--- src/include/dta_consts.svh ---
`ifndef DTA_CONSTS_SVH
`define DTA_CONSTS_SVH

// ----------------------------------------
// Register addresses
// ----------------------------------------
`define DTA_ADDR_CONTROL     8'h16
`define DTA_ADDR_COUNT_LOW   8'h17
`define DTA_ADDR_SNAPSHOT    8'h18
`define DTA_ADDR_SHARED_HIGH 8'h19

// ----------------------------------------
// Control/status field positions
// ----------------------------------------
`define DTA_CSR_FLAG_BIT  7
`define DTA_CSR_LEVEL_BIT 6
`define DTA_CSR_IE_BIT    4
`define DTA_CSR_PRESC_BIT 3
`define DTA_CSR_MODE_MSB  2
`define DTA_CSR_MODE_LSB  0

// ----------------------------------------
// Widths, reset values and counts
// ----------------------------------------
`define DTA_COUNT_W     16
`define DTA_BYTE_ZERO   8'h00
`define DTA_COUNT_RST   16'h0000
`define DTA_COUNT_ONE   16'h0001
`define DTA_PRESC_DIV   128
`define DTA_CPU_COUNT   2

`endif

--- src/include/dta_pkg.sv ---
`default_nettype none

package dta_pkg;

  // Mode codes of the control/status mode field
  typedef enum logic [2:0] {
    DTA_MODE_OFF        = 3'h0,
    DTA_MODE_EVENT      = 3'h1,
    DTA_MODE_WIDTH      = 3'h2,
    DTA_MODE_RETRIG     = 3'h3,
    DTA_MODE_ONE_SHOT   = 3'h4,
    DTA_MODE_FREE_RUN   = 3'h5,
    DTA_MODE_PULSE_ONE  = 3'h6,
    DTA_MODE_PULSE_FREE = 3'h7
  } dta_mode_type;

  // One processor bus access, valid for the cycle sel is high
  typedef struct packed {
    logic       sel;
    logic       rw;
    logic       cpu;
    logic [7:0] addr;
    logic [7:0] wdata;
  } dta_bus_type;

endpackage

`default_nettype wire

--- src/design/dta_core.sv ---
`include "dta_consts.svh"
`default_nettype none

module dta_core #(
  parameter int CPUS      = `DTA_CPU_COUNT,
  parameter int PRESC_DIV = `DTA_PRESC_DIV
) (
  input  wire logic                 clock,
  input  wire logic                 rst_n,
  input  wire dta_pkg::dta_bus_type bus_req,
  output var  logic [7:0]           bus_rdata,
  output var  logic [CPUS-1:0]      irq,
  input  wire logic                 event_pin_in,
  output var  logic                 event_pin_out,
  output var  logic                 event_pin_oe
);

  // ----------------------------------------
  // Elaboration check
  // ----------------------------------------
  if (CPUS != `DTA_CPU_COUNT) begin : g_bad_cpus
    $error("dta_core: one cpu select bit serves exactly two cpus");
  end

  // ----------------------------------------
  // State
  // ----------------------------------------
  logic [`DTA_COUNT_W-1:0] count;
  logic [7:0]              reload_low_byte;
  logic [7:0]              reload_high_byte;
  logic [7:0]              upper_snapshot;
  logic                    underflow_flag;
  logic                    running;
  logic                    presc_sel;
  logic [CPUS-1:0]         int_enable;
  dta_pkg::dta_mode_type   mode_field;
  logic                    pin_s1;
  logic                    pin_s2;
  logic                    pin_s3;
  logic                    pin_level;
  logic                    pin_fall;
  logic                    presc_tick;

  // ----------------------------------------
  // Prescaler
  // ----------------------------------------
  dta_prescaler #(
    .DIV   (PRESC_DIV)
  ) u_prescaler (
    .clock (clock),
    .rst_n (rst_n),
    .tick  (presc_tick)
  );

  // ----------------------------------------
  // Address decode
  // ----------------------------------------
  wire logic rd      = bus_req.sel & bus_req.rw;
  wire logic wr      = bus_req.sel & ~bus_req.rw;
  wire logic at_csr  = bus_req.addr == `DTA_ADDR_CONTROL;
  wire logic at_low  = bus_req.addr == `DTA_ADDR_COUNT_LOW;
  wire logic at_snap = bus_req.addr == `DTA_ADDR_SNAPSHOT;
  wire logic at_high = bus_req.addr == `DTA_ADDR_SHARED_HIGH;

  // Direction picks the register at shared addresses
  wire logic rd_low   = rd & at_low;
  wire logic rd_clear = rd & at_high;
  wire logic wr_low   = wr & at_snap;
  wire logic wr_high  = wr & at_high;
  wire logic wr_csr   = wr & at_csr;

  // ----------------------------------------
  // Count enable selection
  // ----------------------------------------
  wire logic mode_on   = mode_field != dta_pkg::DTA_MODE_OFF;
  wire logic presc_ok  = ~presc_sel | presc_tick;
  wire logic is_event  = mode_field == dta_pkg::DTA_MODE_EVENT;
  wire logic is_width  = mode_field == dta_pkg::DTA_MODE_WIDTH;
  wire logic is_retrig = mode_field == dta_pkg::DTA_MODE_RETRIG;
  wire logic is_p_one  = mode_field == dta_pkg::DTA_MODE_PULSE_ONE;
  wire logic is_p_free = mode_field == dta_pkg::DTA_MODE_PULSE_FREE;
  wire logic one_shot  = is_retrig | is_p_one
                       | (mode_field == dta_pkg::DTA_MODE_ONE_SHOT);

  // System clock, event edge or prescaled rate
  wire logic step = ~mode_on  ? 1'b0 :
                    is_event  ? running & pin_fall :
                    is_width  ? running & ~pin_level :
                                running & presc_ok;

  wire logic at_zero = count == `DTA_COUNT_RST;
  wire logic wrap    = step & at_zero;

  // Upper latch write starts every mode except off and retrigger
  wire logic start   = wr_high & mode_on & ~is_retrig;
  wire logic retrig  = is_retrig & pin_fall;
  wire logic loading = wr_high | retrig;

  // ----------------------------------------
  // Next values
  // ----------------------------------------
  wire logic [`DTA_COUNT_W-1:0] latch_word = {reload_high_byte,
                                              reload_low_byte};

  wire logic [`DTA_COUNT_W-1:0] next_count =
    wr_high ? {bus_req.wdata, reload_low_byte} :
    retrig  ? latch_word :
    wrap    ? latch_word :
    step    ? count - `DTA_COUNT_ONE :
              count;

  wire logic next_running =
    wr_csr             ? 1'b0 :
    (start | retrig)   ? 1'b1 :
    (wrap & one_shot)  ? 1'b0 :
                         running;

  // Set wins over a clear in the same cycle
  wire logic next_underflow_flag =
    wrap | (underflow_flag & ~(rd_clear | wr_high));

  wire logic next_pin_out =
    wr_csr                         ? 1'b1 :
    (start & (is_p_one | is_p_free)) ? 1'b0 :
    (wrap & is_p_one)              ? 1'b1 :
    (wrap & is_p_free)             ? ~event_pin_out :
                                     event_pin_out;

  // Control/status read view for the accessing cpu
  wire logic [7:0] csr_view = {
    underflow_flag,
    pin_level,
    1'b0,
    int_enable[bus_req.cpu],
    presc_sel,
    mode_field
  };

  wire logic [7:0] next_rdata =
    at_csr              ? csr_view :
    at_low              ? count[7:0] :
    (at_snap | at_high) ? upper_snapshot :
                          `DTA_BYTE_ZERO;

  // ----------------------------------------
  // Event pin synchroniser and edge
  // ----------------------------------------
  always_ff @(posedge clock or negedge rst_n) begin
    if (!rst_n) begin
      pin_s1    <= 1'b0;
      pin_s2    <= 1'b0;
      pin_s3    <= 1'b0;
      pin_level <= 1'b0;
      pin_fall  <= 1'b0;
    end else begin
      pin_s1    <= event_pin_in;
      pin_s2    <= pin_s1;
      pin_s3    <= pin_s2;
      if (pin_s2 == pin_s3) begin
        pin_level <= pin_s3;
      end
      pin_fall  <= pin_level & (pin_s2 == pin_s3) & ~pin_s3;
    end
  end

  // ----------------------------------------
  // Counter, latches and flag
  // ----------------------------------------
  always_ff @(posedge clock or negedge rst_n) begin
    if (!rst_n) begin
      count            <= `DTA_COUNT_RST;
      reload_low_byte  <= `DTA_BYTE_ZERO;
      reload_high_byte <= `DTA_BYTE_ZERO;
      upper_snapshot   <= `DTA_BYTE_ZERO;
      underflow_flag   <= 1'b0;
      running          <= 1'b0;
    end else begin
      count          <= next_count;
      running        <= next_running;
      underflow_flag <= next_underflow_flag;
      if (wr_low) begin
        reload_low_byte <= bus_req.wdata;
      end
      if (wr_high) begin
        reload_high_byte <= bus_req.wdata;
      end
      if (rd_low) begin
        upper_snapshot <= count[15:8];
      end
    end
  end

  // ----------------------------------------
  // Control register
  // ----------------------------------------
  always_ff @(posedge clock or negedge rst_n) begin
    if (!rst_n) begin
      mode_field <= dta_pkg::DTA_MODE_OFF;
      presc_sel  <= 1'b0;
    end else if (wr_csr) begin
      mode_field <= dta_pkg::dta_mode_type'(
        bus_req.wdata[`DTA_CSR_MODE_MSB:`DTA_CSR_MODE_LSB]);
      presc_sel  <= bus_req.wdata[`DTA_CSR_PRESC_BIT];
    end
  end

  // ----------------------------------------
  // Per-cpu enable and interrupt request
  // ----------------------------------------
  for (genvar i = 0; i < CPUS; i++) begin : g_cpu
    wire logic own_wr = wr_csr & (bus_req.cpu == 1'(i));
    always_ff @(posedge clock or negedge rst_n) begin
      if (!rst_n) begin
        int_enable[i] <= 1'b0;
        irq[i]        <= 1'b0;
      end else begin
        if (own_wr) begin
          int_enable[i] <= bus_req.wdata[`DTA_CSR_IE_BIT];
        end
        irq[i] <= underflow_flag & int_enable[i];
      end
    end
  end

  // ----------------------------------------
  // Read data and pulse output
  // ----------------------------------------
  always_ff @(posedge clock or negedge rst_n) begin
    if (!rst_n) begin
      bus_rdata     <= `DTA_BYTE_ZERO;
      event_pin_out <= 1'b1;
      event_pin_oe  <= 1'b0;
    end else begin
      if (rd) begin
        bus_rdata <= next_rdata;
      end
      event_pin_out <= next_pin_out;
      event_pin_oe  <= is_p_one | is_p_free;
    end
  end

  // ----------------------------------------
  // Checks
  // ----------------------------------------
  property p_reload;
    @(posedge clock) disable iff (!rst_n)
    wrap && !loading |=> count == $past(latch_word);
  endproperty
  a_reload: assert property (p_reload)
    else $error("latch not reloaded at zero step");

  property p_decrement;
    @(posedge clock) disable iff (!rst_n)
    step && !at_zero && !loading
      |=> count == $past(count) - `DTA_COUNT_ONE;
  endproperty
  a_decrement: assert property (p_decrement)
    else $error("count did not step down by one");

  property p_flag_set;
    @(posedge clock) disable iff (!rst_n)
    wrap |=> underflow_flag;
  endproperty
  a_flag_set: assert property (p_flag_set)
    else $error("underflow flag missed at zero step");

  property p_flag_view;
    @(posedge clock) disable iff (!rst_n)
    rd && at_csr
      |=> bus_rdata[`DTA_CSR_FLAG_BIT] == $past(underflow_flag);
  endproperty
  a_flag_view: assert property (p_flag_view)
    else $error("flag bit does not show underflow flag");

  property p_snapshot;
    @(posedge clock) disable iff (!rst_n)
    rd_low |=> upper_snapshot == $past(count[15:8]);
  endproperty
  a_snapshot: assert property (p_snapshot)
    else $error("snapshot not taken on low byte read");

  property p_flag_clear;
    @(posedge clock) disable iff (!rst_n)
    (rd_clear || wr_high) && !wrap |=> !underflow_flag;
  endproperty
  a_flag_clear: assert property (p_flag_clear)
    else $error("flag not cleared at shared address");

  property p_irq;
    @(posedge clock) disable iff (!rst_n)
    underflow_flag && int_enable[0] |=> irq[0];
  endproperty
  a_irq: assert property (p_irq)
    else $error("interrupt not raised for enabled cpu");

  property p_level;
    @(posedge clock) disable iff (!rst_n)
    rd && at_csr |=> bus_rdata[`DTA_CSR_LEVEL_BIT] == $past(pin_level);
  endproperty
  a_level: assert property (p_level)
    else $error("level bit does not follow event pin");

  property p_stopped;
    @(posedge clock) disable iff (!rst_n)
    !mode_on && !loading |=> $stable(count);
  endproperty
  a_stopped: assert property (p_stopped)
    else $error("count moved while timer off");

  property p_start;
    @(posedge clock) disable iff (!rst_n)
    start |=> count == {$past(bus_req.wdata), reload_low_byte} && running;
  endproperty
  a_start: assert property (p_start)
    else $error("upper latch write did not load and start");

  property p_prescaled;
    @(posedge clock) disable iff (!rst_n)
    step && presc_sel && !is_event && !is_width |-> presc_tick;
  endproperty
  a_prescaled: assert property (p_prescaled)
    else $error("count stepped without prescaler pulse");

endmodule // dta_core

`default_nettype wire

--- src/design/dta_prescaler.sv ---
`include "dta_consts.svh"
`default_nettype none

module dta_prescaler #(
  parameter int DIV = `DTA_PRESC_DIV
) (
  input  wire logic clock,
  input  wire logic rst_n,
  output var  logic tick
);

  localparam int W = $clog2(DIV);

  // ----------------------------------------
  // Elaboration check
  // ----------------------------------------
  if (DIV < 2) begin : g_bad_div
    $error("dta_prescaler: DIV must be at least 2");
  end

  logic [W-1:0] div_count;
  wire  logic   div_last = (div_count == W'(DIV - 1));

  // Free-running divider, one pulse per DIV cycles
  always_ff @(posedge clock or negedge rst_n) begin
    if (!rst_n) begin
      div_count <= '0;
      tick      <= 1'b0;
    end else begin
      div_count <= div_last ? '0 : W'(div_count + 1'b1);
      tick      <= div_last;
    end
  end

endmodule // dta_prescaler

`default_nettype wire

--- config.mk ---
export PLATFORM = sky130hd
export DESIGN_NAME = dta_core
export DESIGN_NICKNAME = d
export VERILOG_FILES = /design/src/include/dta_pkg.sv /design/src/design/dta_core.sv /design/src/design/dta_prescaler.sv
export VERILOG_INCLUDE_DIRS = /design/src /design/src/include
export SDC_FILE = /design/constraint.sdc
export NUM_CORES = 1
export LEC_CHECK = 0
export BUFFER_PORTS_ARGS = -buffer_cell sky130_fd_sc_hd__buf_2
export CAP_MARGIN = 0
export CORE_MARGIN = 2
export CORE_UTILIZATION = 45
export DETAILED_ROUTE_END_ITERATION = 7
export PLACE_DENSITY = 0.66
export SYNTH_ARGS = -nofsm -noshare
export SYNTH_HDL_FRONTEND = slang
export SYNTH_HIERARCHICAL = 1
export SYNTH_SLANG_ARGS = --single-unit
--- constraint.sdc ---
create_clock -name clock -period 3.8 [get_ports clock]
set_input_delay 0.38 -clock clock [delete_from_list [all_inputs] [get_ports clock]]
set_output_delay 0.38 -clock clock [all_outputs]
set_load 0.05 [all_outputs]
==> reports/metrics.yaml, run 1 <==
status:
  status: "completed"
clock_tree:
  cts_hold_buf: 0
  cts_buffer_depth: 2
  cts_root_buf: "clkbuf_8"
  cts_inserted_buffers: 9
  worstSkewPairLatency_ns: 0.35
  cts_resized: 0
  clkSinkCount: 73
  cts_tree: "done"
  htree_levels: 3
  cts_setup_buffers: 0
  clkTransAtPathRegs_ns: 0.08
place:
  portBuffers: 33
  placed_area_sq_um: 3940
  globalplace.congestion: 0.881
  dp_hpwl_microns: 6740
  pre_cts_slack_ns: 0.810
detailed_routing:
  post_drt_via_cell_ratio: 6.18
  ant_nets: 0
  post_drt_wl_per_cell_microns: 18.8
  drt_iter0_drc: 326
  drt_pass1_iterations: 5
  drc: 0
  finalWirelength_microns: 9350
  vias: 3080
logic_synthesis:
  synth_seq_cells: 73
  synth_ff_type: "dfrtp_1"
  syn_nets: 382
  avgSynthCellArea_sq_um: 10.3
  yosys_warnings: 6
  synth_cells: 358
  yosysUniqueCellTypes: 60
  synth_edf_count: 0
  syn_area_sq_um: 3680
  ys_seq_area_share_pct: 49.7
  synthArstFlopShare_pct: 100
global_routing:
  grt_pass1_vias: 2956
  grt_pass1_wl_microns: 15400
  grtUsageTotal_pct: 22.6
  grt_start_max_net_pins: 39
  antenna_found_initial: 0
  grt-ovfl-total: 0
job:
  cap_violations: 0
sta:
  grt_setup_unrepaired: "false"
  tightest_slew_ns: 0.887
  finalSetupViolCount: 0
  skew_ns: 0.00927
  fin_tns_setup_ns: 0
  layout_setup_ws_ns: 0.814
  hold_ws_ns: 0.148
  hold_viol: 0
  fmax_mhz: 335
  slew_headroom_pct: 40.8
  min_period_over_period_pct: 78.6
  slew_viol_final: 0
  period_minus_slack_ns: 2.99
layout:
  diodes: 0
  drive_above_1_share_pct: 23.0
  fillers: 720
  fin_area_sq_um: 4180
  area_growth_pct: 13.6
  nets: 415
floorplan:
  die_area_sq_um: 8910
  fp.dieW_microns: 94.4
  rows: 32
  core-area_sq_um: 7810
  start_util_pct: 47.1
  ios: 34
  die_h_microns: 94.4
power:
  p_leak_nw: 1.94
  p_per_area_nw_per_um2: 454
  finalPower_mw: 1.90
  vdd_ir_drop_max_v: 0.000228
setup_path:
  reg2reg_to: "count[7]$_DFFE_PN0P_"
  worst-r2r-setup-slack_ns: 0.81
  start_kind: "flip-flop"
  critPathTopFamily: "simple AND/OR/NAND/NOR gates"
  crit_fanout: 14
  crit_buf_inv: 1
  cp_slowest_cell: "or3_1"
  rr_startpoint: "count[0]$_DFFE_PN0P_"
  required_ns: 4.09
  max_stage_delay_ns: 0.62
  crit_chain: "inv_1 > ha_1 > or4b_1 > or4_4 > or3_1 > a31oi_1 > o221a_2"
  crit_type: "flip-flop to flip-flop"
  reg2reg_depth: 7
  end_kind: "flip-flop"
  arrival_ns: 3.28
worst_hold_path:
  hold_path.class: "input pin to async pin"
worst reg2reg max path: cells and delay by family (launching register included):
family | cells | cell delay (ns)
flip-flops | 1 | 0.44
AO/OA/AOI/OAI | 2 | 0.45
AND/OR/NAND/NOR | 3 | 1.73
buffers and inverters | 1 | 0.08
adder cells (fa/ha/maj) | 1 | 0.22
how the worst max path moves through the flow:
stage | from | endpoint | slack [ns] | depth (start not counted)
6_report | count[0]$_DFFE_PN0P_ | count[7]$_DFFE_PN0P_ | 0.81 | 7
3_5_place_dp | bus_req[13] | int_enable[0]$_DFFE_PN0P_ | 0.81 | 6
4_1_cts | count[0]$_DFFE_PN0P_ | count[7]$_DFFE_PN0P_ | 0.86 | 7
2_1_floorplan | count[0]$_DFFE_PN0P_ | running$_DFFE_PN0P_ | 1.19 | 10
3_3_place_gp | bus_req[13] | int_enable[0]$_DFFE_PN0P_ | 0.86 | 6
5_1_grt | count[0]$_DFFE_PN0P_ | count[5]$_DFFE_PN0P_ | 0.69 | 7
state kept, by name, summed over array words and instances, names as in the netlist:
| signal | cells |
|---|---|
| irq | 2 |
| event_pin_oe | 1 |
| bus_rdata | 8 |
| event_pin_out | 1 |
| pin_s3 | 1 |
| int_enable | 2 |
| count | 16 |
| u_prescaler/div_count | 7 |
| u_prescaler/tick | 1 |
| running | 1 |
| pin_s1 | 1 |
| pin_s2 | 1 |
| presc_sel | 1 |
| upper_snapshot | 8 |
| reload_low_byte | 8 |
| underflow_flag | 1 |
| reload_high_byte | 8 |
| pin_fall | 1 |
| mode_field | 3 |
| pin_level | 1 |
cells by family after synthesis:
logic type | share of synthesized area, %
simple gates | 19.5
compound gates | 18.6
flops | 49.7
buf+inv | 3.44
mux | 6.12
xor+xnor | 1.67
fa+ha+maj | 0.952
power by group:
group | total (mW) | switching [mW] | internal, mW
sequential | 0.936 | 0.0981 | 0.838
combinational | 0.252 | 0.135 | 0.116
clock | 0.710 | 0.300 | 0.410
stage by stage:
stage	util, %	cells
3_5_place_dp	50.5	482
4_1_cts	53.5	498
3_3_place_gp	50.5	482
6_report	53.5	498
5_1_grt	53.5	498
2_1_floorplan	-	358
placed cells by master, fill, tap and decap left out, types with 4 or more instances in the layout:
cell type,instances
inv_1,10
and2_1,6
clkbuf_8,11
o31ai_1,9
a22oi_1,4
or4_1,5
nor4_1,9
o21ai_0,20
nor3_1,9
a222oi_1,7
buf_2,33
a211oi_1,5
a31oi_1,8
xor2_1,4
mux2_2,20
nand3_1,10
or3_1,9
buf_4,7
nor2_1,12
dfrtp_1,72
a21oi_1,16
nand2_1,46
final cells by class:
class	count	area (sq um)	area share [%]
clock buffer	11	151	3.62
multi-input combinational	257	1730	41.4
tap	102	128	3.05
inverter	10	37.5	0.898
sequential	73	1830	43.8
clock inverter	5	86.3	2.07
timing repair buffer	40	218	5.21
per-layer routing:
layer | global-route usage [%] | vias up | share of wire [%]
met2 | 33.6 | 136 | 46
met3 | 3.83 | 22 | 6.5
met5 | 0 | - | 0
li1 | - | 1413 | -
met1 | 32.6 | 1509 | 45
met4 | 10.0 | 0 | 2.7
synth_stat cells (2+ instances only):
| cell | instances | area [sq um] |
|---|---|---|
| dfrtp_1 | 72 | 1800 |
| nand2_1 | 46 | 173 |
| mux2_2 | 20 | 225 |
| o21ai_0 | 20 | 100 |
| a21oi_1 | 16 | 80.1 |
| nor2_1 | 12 | 45.0 |
| clkbuf_1 | 10 | 37.5 |
| inv_1 | 10 | 37.5 |
| nand3_1 | 10 | 50.1 |
| nor3_1 | 10 | 50.1 |
| nor4_1 | 9 | 56.3 |
| o31ai_1 | 9 | 67.6 |
| or3_1 | 9 | 56.3 |
| a31oi_1 | 8 | 50.1 |
| a222oi_1 | 7 | 70.1 |
| and2_1 | 6 | 37.5 |
| a211oi_1 | 5 | 37.5 |
| buf_2 | 5 | 25.0 |
| or4_1 | 5 | 37.5 |
| a22oi_1 | 4 | 30.0 |
| xor2_1 | 4 | 35.0 |
| a211o_1 | 3 | 26.3 |
| a21boi_0 | 3 | 22.5 |
| a221o_1 | 3 | 30.0 |
| nor2b_1 | 3 | 18.8 |
| nor3b_1 | 3 | 22.5 |
| o221a_2 | 3 | 33.8 |
| xnor2_1 | 3 | 26.3 |
| a21boi_1 | 2 | 15.0 |
| a2bb2oi_1 | 2 | 17.5 |
| and3b_1 | 2 | 17.5 |
| buf_6 | 2 | 22.5 |
| ha_1 | 2 | 25.0 |
| nand2b_1 | 2 | 12.5 |
| nor4b_1 | 2 | 17.5 |
| o311ai_0 | 2 | 17.5 |
No activity file was read; power rests on OpenSTA's default activity.
==> run 2: changes to the inputs <==
- clock period: 3.8 -> 2.8 ns (I/O delays scaled with it)
==> reports/metrics.yaml, run 2 (same netlist as run 1, synthesis figures left out) <==
clock_tree:
  worstSkewPairLatency_ns: 0.35
  cts_setup_buffers: 0
  cts_buffer_depth: 2
  cts_inserted_buffers: 9
  clkSinkCount: 73
  cts_root_buf: "clkbuf_8"
  cts_resized: 0
  htree_levels: 3
  cts_tree: "done"
  clkTransAtPathRegs_ns: 0.08
sta:
  layout_setup_ws_ns: 0.194
  min_period_over_period_pct: 93.1
  fin_tns_setup_ns: 0
  hold_ws_ns: 0.0282
  skew_ns: 0.00738
  hold_viol: 0
  grt_setup_unrepaired: "false"
  finalSetupViolCount: 0
  slew_headroom_pct: 26.4
  tightest_slew_ns: 1.09
  slew_viol_final: 0
  fmax_mhz: 384
  period_minus_slack_ns: 2.61
detailed_routing:
  drt_pass1_iterations: 8
  drt_iter0_drc: 290
  finalWirelength_microns: 9710
  post_drt_wl_per_cell_microns: 18.8
  post_drt_via_cell_ratio: 6.01
  vias: 3107
  ant_nets: 0
  drc: 3
layout:
  most-common-layout-cells: "dfrtp_1, nand2_1, buf_2"
  top_register: "count"
  final_cell_count_no_fill: 517
  final_common_cell: "dfrtp_1"
  largest_reg_flops: 16
  fillers: 717
  drive_above_1_share_pct: 26.0
  area_growth_pct: 17.3
  nets: 434
  finish.utilization_pct: 55.3
  diodes: 0
  fin_area_sq_um: 4320
floorplan:
  core-area_sq_um: 7810
  die_area_sq_um: 8910
  rows: 32
  die_h_microns: 94.4
  start_util_pct: 47.1
  fp.dieW_microns: 94.4
  ios: 34
global_routing:
  grt-ovfl-total: 0
  grtUsageTotal_pct: 23.3
  grt_pass1_vias: 3082
  antenna_found_initial: 0
  grt_start_max_net_pins: 74
  grt_pass1_wl_microns: 15800
setup_path:
  worst-r2r-setup-slack_ns: 0.19
  required_ns: 3.09
  start_kind: "flip-flop"
  reg2reg_depth: 8
  arrival_ns: 2.90
  crit_fanout: 7
  rr_startpoint: "count[0]$_DFFE_PN0P_"
  crit_type: "flip-flop to flip-flop"
  reg2reg_to: "count[3]$_DFFE_PN0P_"
  end_kind: "flip-flop"
power:
  pwr-share-clk_pct: 35.4
  vdd_ir_drop_max_v: 0.000257
  finalPower_mw: 2.60
  comb_power_share_pct: 17.2
  power.switching_mw: 0.755
  switching_share_pct: 29.1
  p_seq_share_pct: 47.4
  p_leak_nw: 2.01
  p_per_area_nw_per_um2: 602
  power.internal_mw: 1.84
place:
  globalplace.congestion: 0.915
  dp_hpwl_microns: 6890
  dp.cells: 500
  pre_cts_slack_ns: 0.251
  placed_area_sq_um: 4090
  portBuffers: 33
worst_hold_path:
  min-delay-start: "event_pin_in"
  hold_end: "pin_s1$_DFF_PN0_"
  hold_path.class: "input pin to flip-flop"
  whs_path_depth: 1
status:
  status: "finished, violations left"
  failed_checks: "design-rule violations"
job:
  cap_violations: 0
[run 2: how the worst max path moves through the flow]
stage,from,to,slack [ns],cells after the start
6_report,count[0]$_DFFE_PN0P_,count[3]$_DFFE_PN0P_,0.19,8
5_1_grt,count[0]$_DFFE_PN0P_,count[5]$_DFFE_PN0P_,0.07,8
4_1_cts,count[0]$_DFFE_PN0P_,count[3]$_DFFE_PN0P_,0.22,8
3_5_place_dp,count[0]$_DFFE_PN0P_,count[3]$_DFFE_PN0P_,0.25,8
3_3_place_gp,count[0]$_DFFE_PN0P_,count[3]$_DFFE_PN0P_,0.29,8
2_1_floorplan,count[0]$_DFFE_PN0P_,running$_DFFE_PN0P_,0.19,10
[run 2: critical path, cell delays in order (launching register included)]
cell	delay, ns
dfrtp_1	0.44
inv_1	0.08
ha_1	0.21
or4b_1	0.49
or4_4	0.47
or3_1	0.34
buf_4	0.18
a31oi_1	0.13
o221a_2	0.20
[run 2: repair_timing]
item / CTS / global route
setup endpoints to repair: 0 / 0
endpoints found under the hold margin: 72 / 0
hold buffers: 1 / 0
[run 2: routing by layer]
| metal | routed length [microns] | vias to the layer above | GRT usage, % |
|---|---|---|---|
| met5 | 0 | - | 0 |
| met4 | 146 | 0 | 7.49 |
| met3 | 577 | 11 | 4.79 |
| met2 | 4640 | 112 | 37.9 |
| met1 | 4350 | 1528 | 31.5 |
| li1 | - | 1456 | - |
[run 2: power by group through the flow]
stage | clock network [mW] | logic (mW) | registers (mW)
3_5_place_dp | 0 | 0.440 | 1.25
4_1_cts | 0.934 | 0.444 | 1.23
2_1_floorplan | 0 | 0.248 | 1.24
6_report | 0.919 | 0.447 | 1.23
3_3_place_gp | 0 | 0.429 | 1.25
5_1_grt | 0.984 | 0.490 | 1.24
[run 2: cell type report]
class                   count  area (sq um)  area share [%]
flip-flops and latches     73          1830            42.3
multi-input cells         257          1730            40.1
repair buffers             59           375            8.70
clock buffers              10           128            2.96
well taps                 102           128            2.96
clock inverters             6          91.3            2.12
inverters                  10          37.5           0.870
==> run 3: changes to the inputs <==
- SYNTH_HIERARCHICAL: 1 -> unset
==> reports/metrics.yaml, run 3 <==
status:
  status: "completed"
sta:
  slew_headroom_pct: 59.8
  fin_tns_setup_ns: 0
  min_period_over_period_pct: 85.8
  fmax_mhz: 416
  tightest_slew_ns: 0.598
  hold_viol: 0
  period_minus_slack_ns: 2.40
  skew_ns: 0.00824
  grt_setup_unrepaired: "false"
  slew_viol_final: 0
  finalSetupViolCount: 0
setup_path:
  max_stage_delay_ns: 0.42
  crit_buf_inv: 1
  critPathTopFamily: "simple AND/OR/NAND/NOR gates"
  start_kind: "flip-flop"
  crit_chain: "inv_1 > ha_1 > nor3b_1 > and4_1 > nand3_2 > nand2_2 > nor3_1 > a221o_2"
  crit_fanout: 16
  end_kind: "flip-flop"
  required_ns: 3.03
  arrival_ns: 2.63
  worst-r2r-setup-slack_ns: 0.40
  cp_slowest_cell: "dfrtp_1"
  crit_type: "flip-flop to flip-flop"
logic_synthesis:
  synth_ff_type: "dfrtp_1"
  synth_edf_count: 0
  synthTopCellsByCount: "dfrtp_1, nand2_1, mux2_2, nor2_1, o21ai_0"
  yosys_warnings: 0
  synth_seq_cells: 73
  synth_cells: 360
  yosysUniqueCellTypes: 55
  syn_area_sq_um: 3580
  yosys.area.top_type: "dfrtp_1"
  synth.most_common_cell: "dfrtp_1"
  synthArstFlopShare_pct: 100
  avgSynthCellArea_sq_um: 9.95
  netlist.area_leader.share_pct: 50.3
  ys_seq_area_share_pct: 51.0
  yosys-top-cells-area: "dfrtp_1, nand2_1, mux2_2"
  syn_nets: 384
place:
  placed_area_sq_um: 3880
  globalplace.congestion: 0.981
  dp_hpwl_microns: 6300
  portBuffers: 33
clock_tree:
  clkSinkCount: 73
  cts_setup_buffers: 0
  cts_resized: 0
  htree_levels: 3
  cts_inserted_buffers: 9
  cts_buffer_depth: 2
  clkTransAtPathRegs_ns: 0.07
  worstSkewPairLatency_ns: 0.34
  cts_hold_buf: 1
  cts_tree: "done"
  cts_root_buf: "clkbuf_8"
job:
  cap_violations: 0
detailed_routing:
  drt_iter0_drc: 257
  vias: 2835
  drc: 0
  drt_pass1_iterations: 4
  ant_nets: 0
  post_drt_wl_per_cell_microns: 17.2
  post_drt_via_cell_ratio: 5.64
  finalWirelength_microns: 8670
worst_hold_path:
  hold_path.class: "input pin to flip-flop"
layout:
  nets: 421
  top_register: "count"
  drive_above_1_share_pct: 22.7
  fillers: 710
  area_growth_pct: 14.0
  most-common-layout-cells: "dfrtp_1, nand2_1, buf_2"
  fin_area_sq_um: 4090
  final_common_cell: "dfrtp_1"
  largest_reg_flops: 16
  diodes: 0
floorplan:
  die_area_sq_um: 8690
  rows: 32
  fp.dieW_microns: 93.2
  start_util_pct: 46.4
  die_h_microns: 93.2
  ios: 34
  core-area_sq_um: 7730
global_routing:
  grt_pass1_vias: 2939
  grt_start_max_net_pins: 73
  grt-ovfl-total: 0
  grtUsageTotal_pct: 22.1
  antenna_found_initial: 0
  grt_pass1_wl_microns: 14700
power:
  p_leak_nw: 1.89
  p_per_area_nw_per_um2: 611
  vdd_ir_drop_max_v: 0.000246
==> run 3: final timing paths <==
kind                       depth (start not counted)            startpoint              endpoint
max in group asynchronous                          3                 rst_n  count[4]$_DFFE_PN0P_
max reg2reg                                        8  count[0]$_DFFE_PN0P_  count[1]$_DFFE_PN0P_
min reg2reg                                        0      pin_s1$_DFF_PN0_      pin_s2$_DFF_PN0_
max                                                8  count[0]$_DFFE_PN0P_  count[1]$_DFFE_PN0P_
min                                                1          event_pin_in      pin_s1$_DFF_PN0_
min in group asynchronous                          2                 rst_n      irq[1]$_DFF_PN0_
==> run 3: layout make-up <==
class                      count  area [sq um]  area share (%)
clock inverter                 4          52.6            1.29
clock buffer                  11           141            3.46
inverter                       7          26.3           0.643
timing repair buffer          45           270            6.62
tap                          102           128            3.12
sequential                    73          1830            44.7
multi-input combinational    261          1640            40.1
==> run 3: cell families (layout without fill, tap and decap cells) <==
logic type	Yosys count	after routing	synth area share, %
multiplexers	24	24	7.40
XOR/XNOR	8	8	1.96
AND/OR/NAND/NOR	156	156	22.3
adder cells (fa/ha/maj)	3	3	0.978
buffers and inverters	26	67	3.25
flip-flops	73	73	51.0
AO/OA/AOI/OAI	70	70	13.1
==> run 3: where the power goes <==
group	total [mW]	switching, mW	leakage [nW]	internal, mW
Combinational	0.378	0.214	0.832	0.164
Sequential	1.30	0.155	0.962	1.14
Clock	0.821	0.386	0.0998	0.435
==> run 3: metal layers <==
metal  global-route usage, %  share of wire (%)
met1                    29.8                 46
met4                    8.46                1.5
met2                    35.4                 46
met3                    4.27                6.5
met5                       0                  0
==> run 3: per-stage QoR <==
step / hold slack (ns) / utilization (%) / cells / setup slack (ns) / total power, mW
after floorplan: -0.0156 / - / 360 / 0.789 / 1.53
after CTS: 0.0246 / 52.9 / 503 / 0.405 / 2.50
after global placement: 0.0782 / 50.2 / 487 / 0.513 / 1.68
after detailed placement: 0.0800 / 50.2 / 487 / 0.416 / 1.68
after global routing: 0.0203 / 52.9 / 503 / 0.163 / 2.63
final: 0.0412 / 52.9 / 503 / 0.397 / 2.49
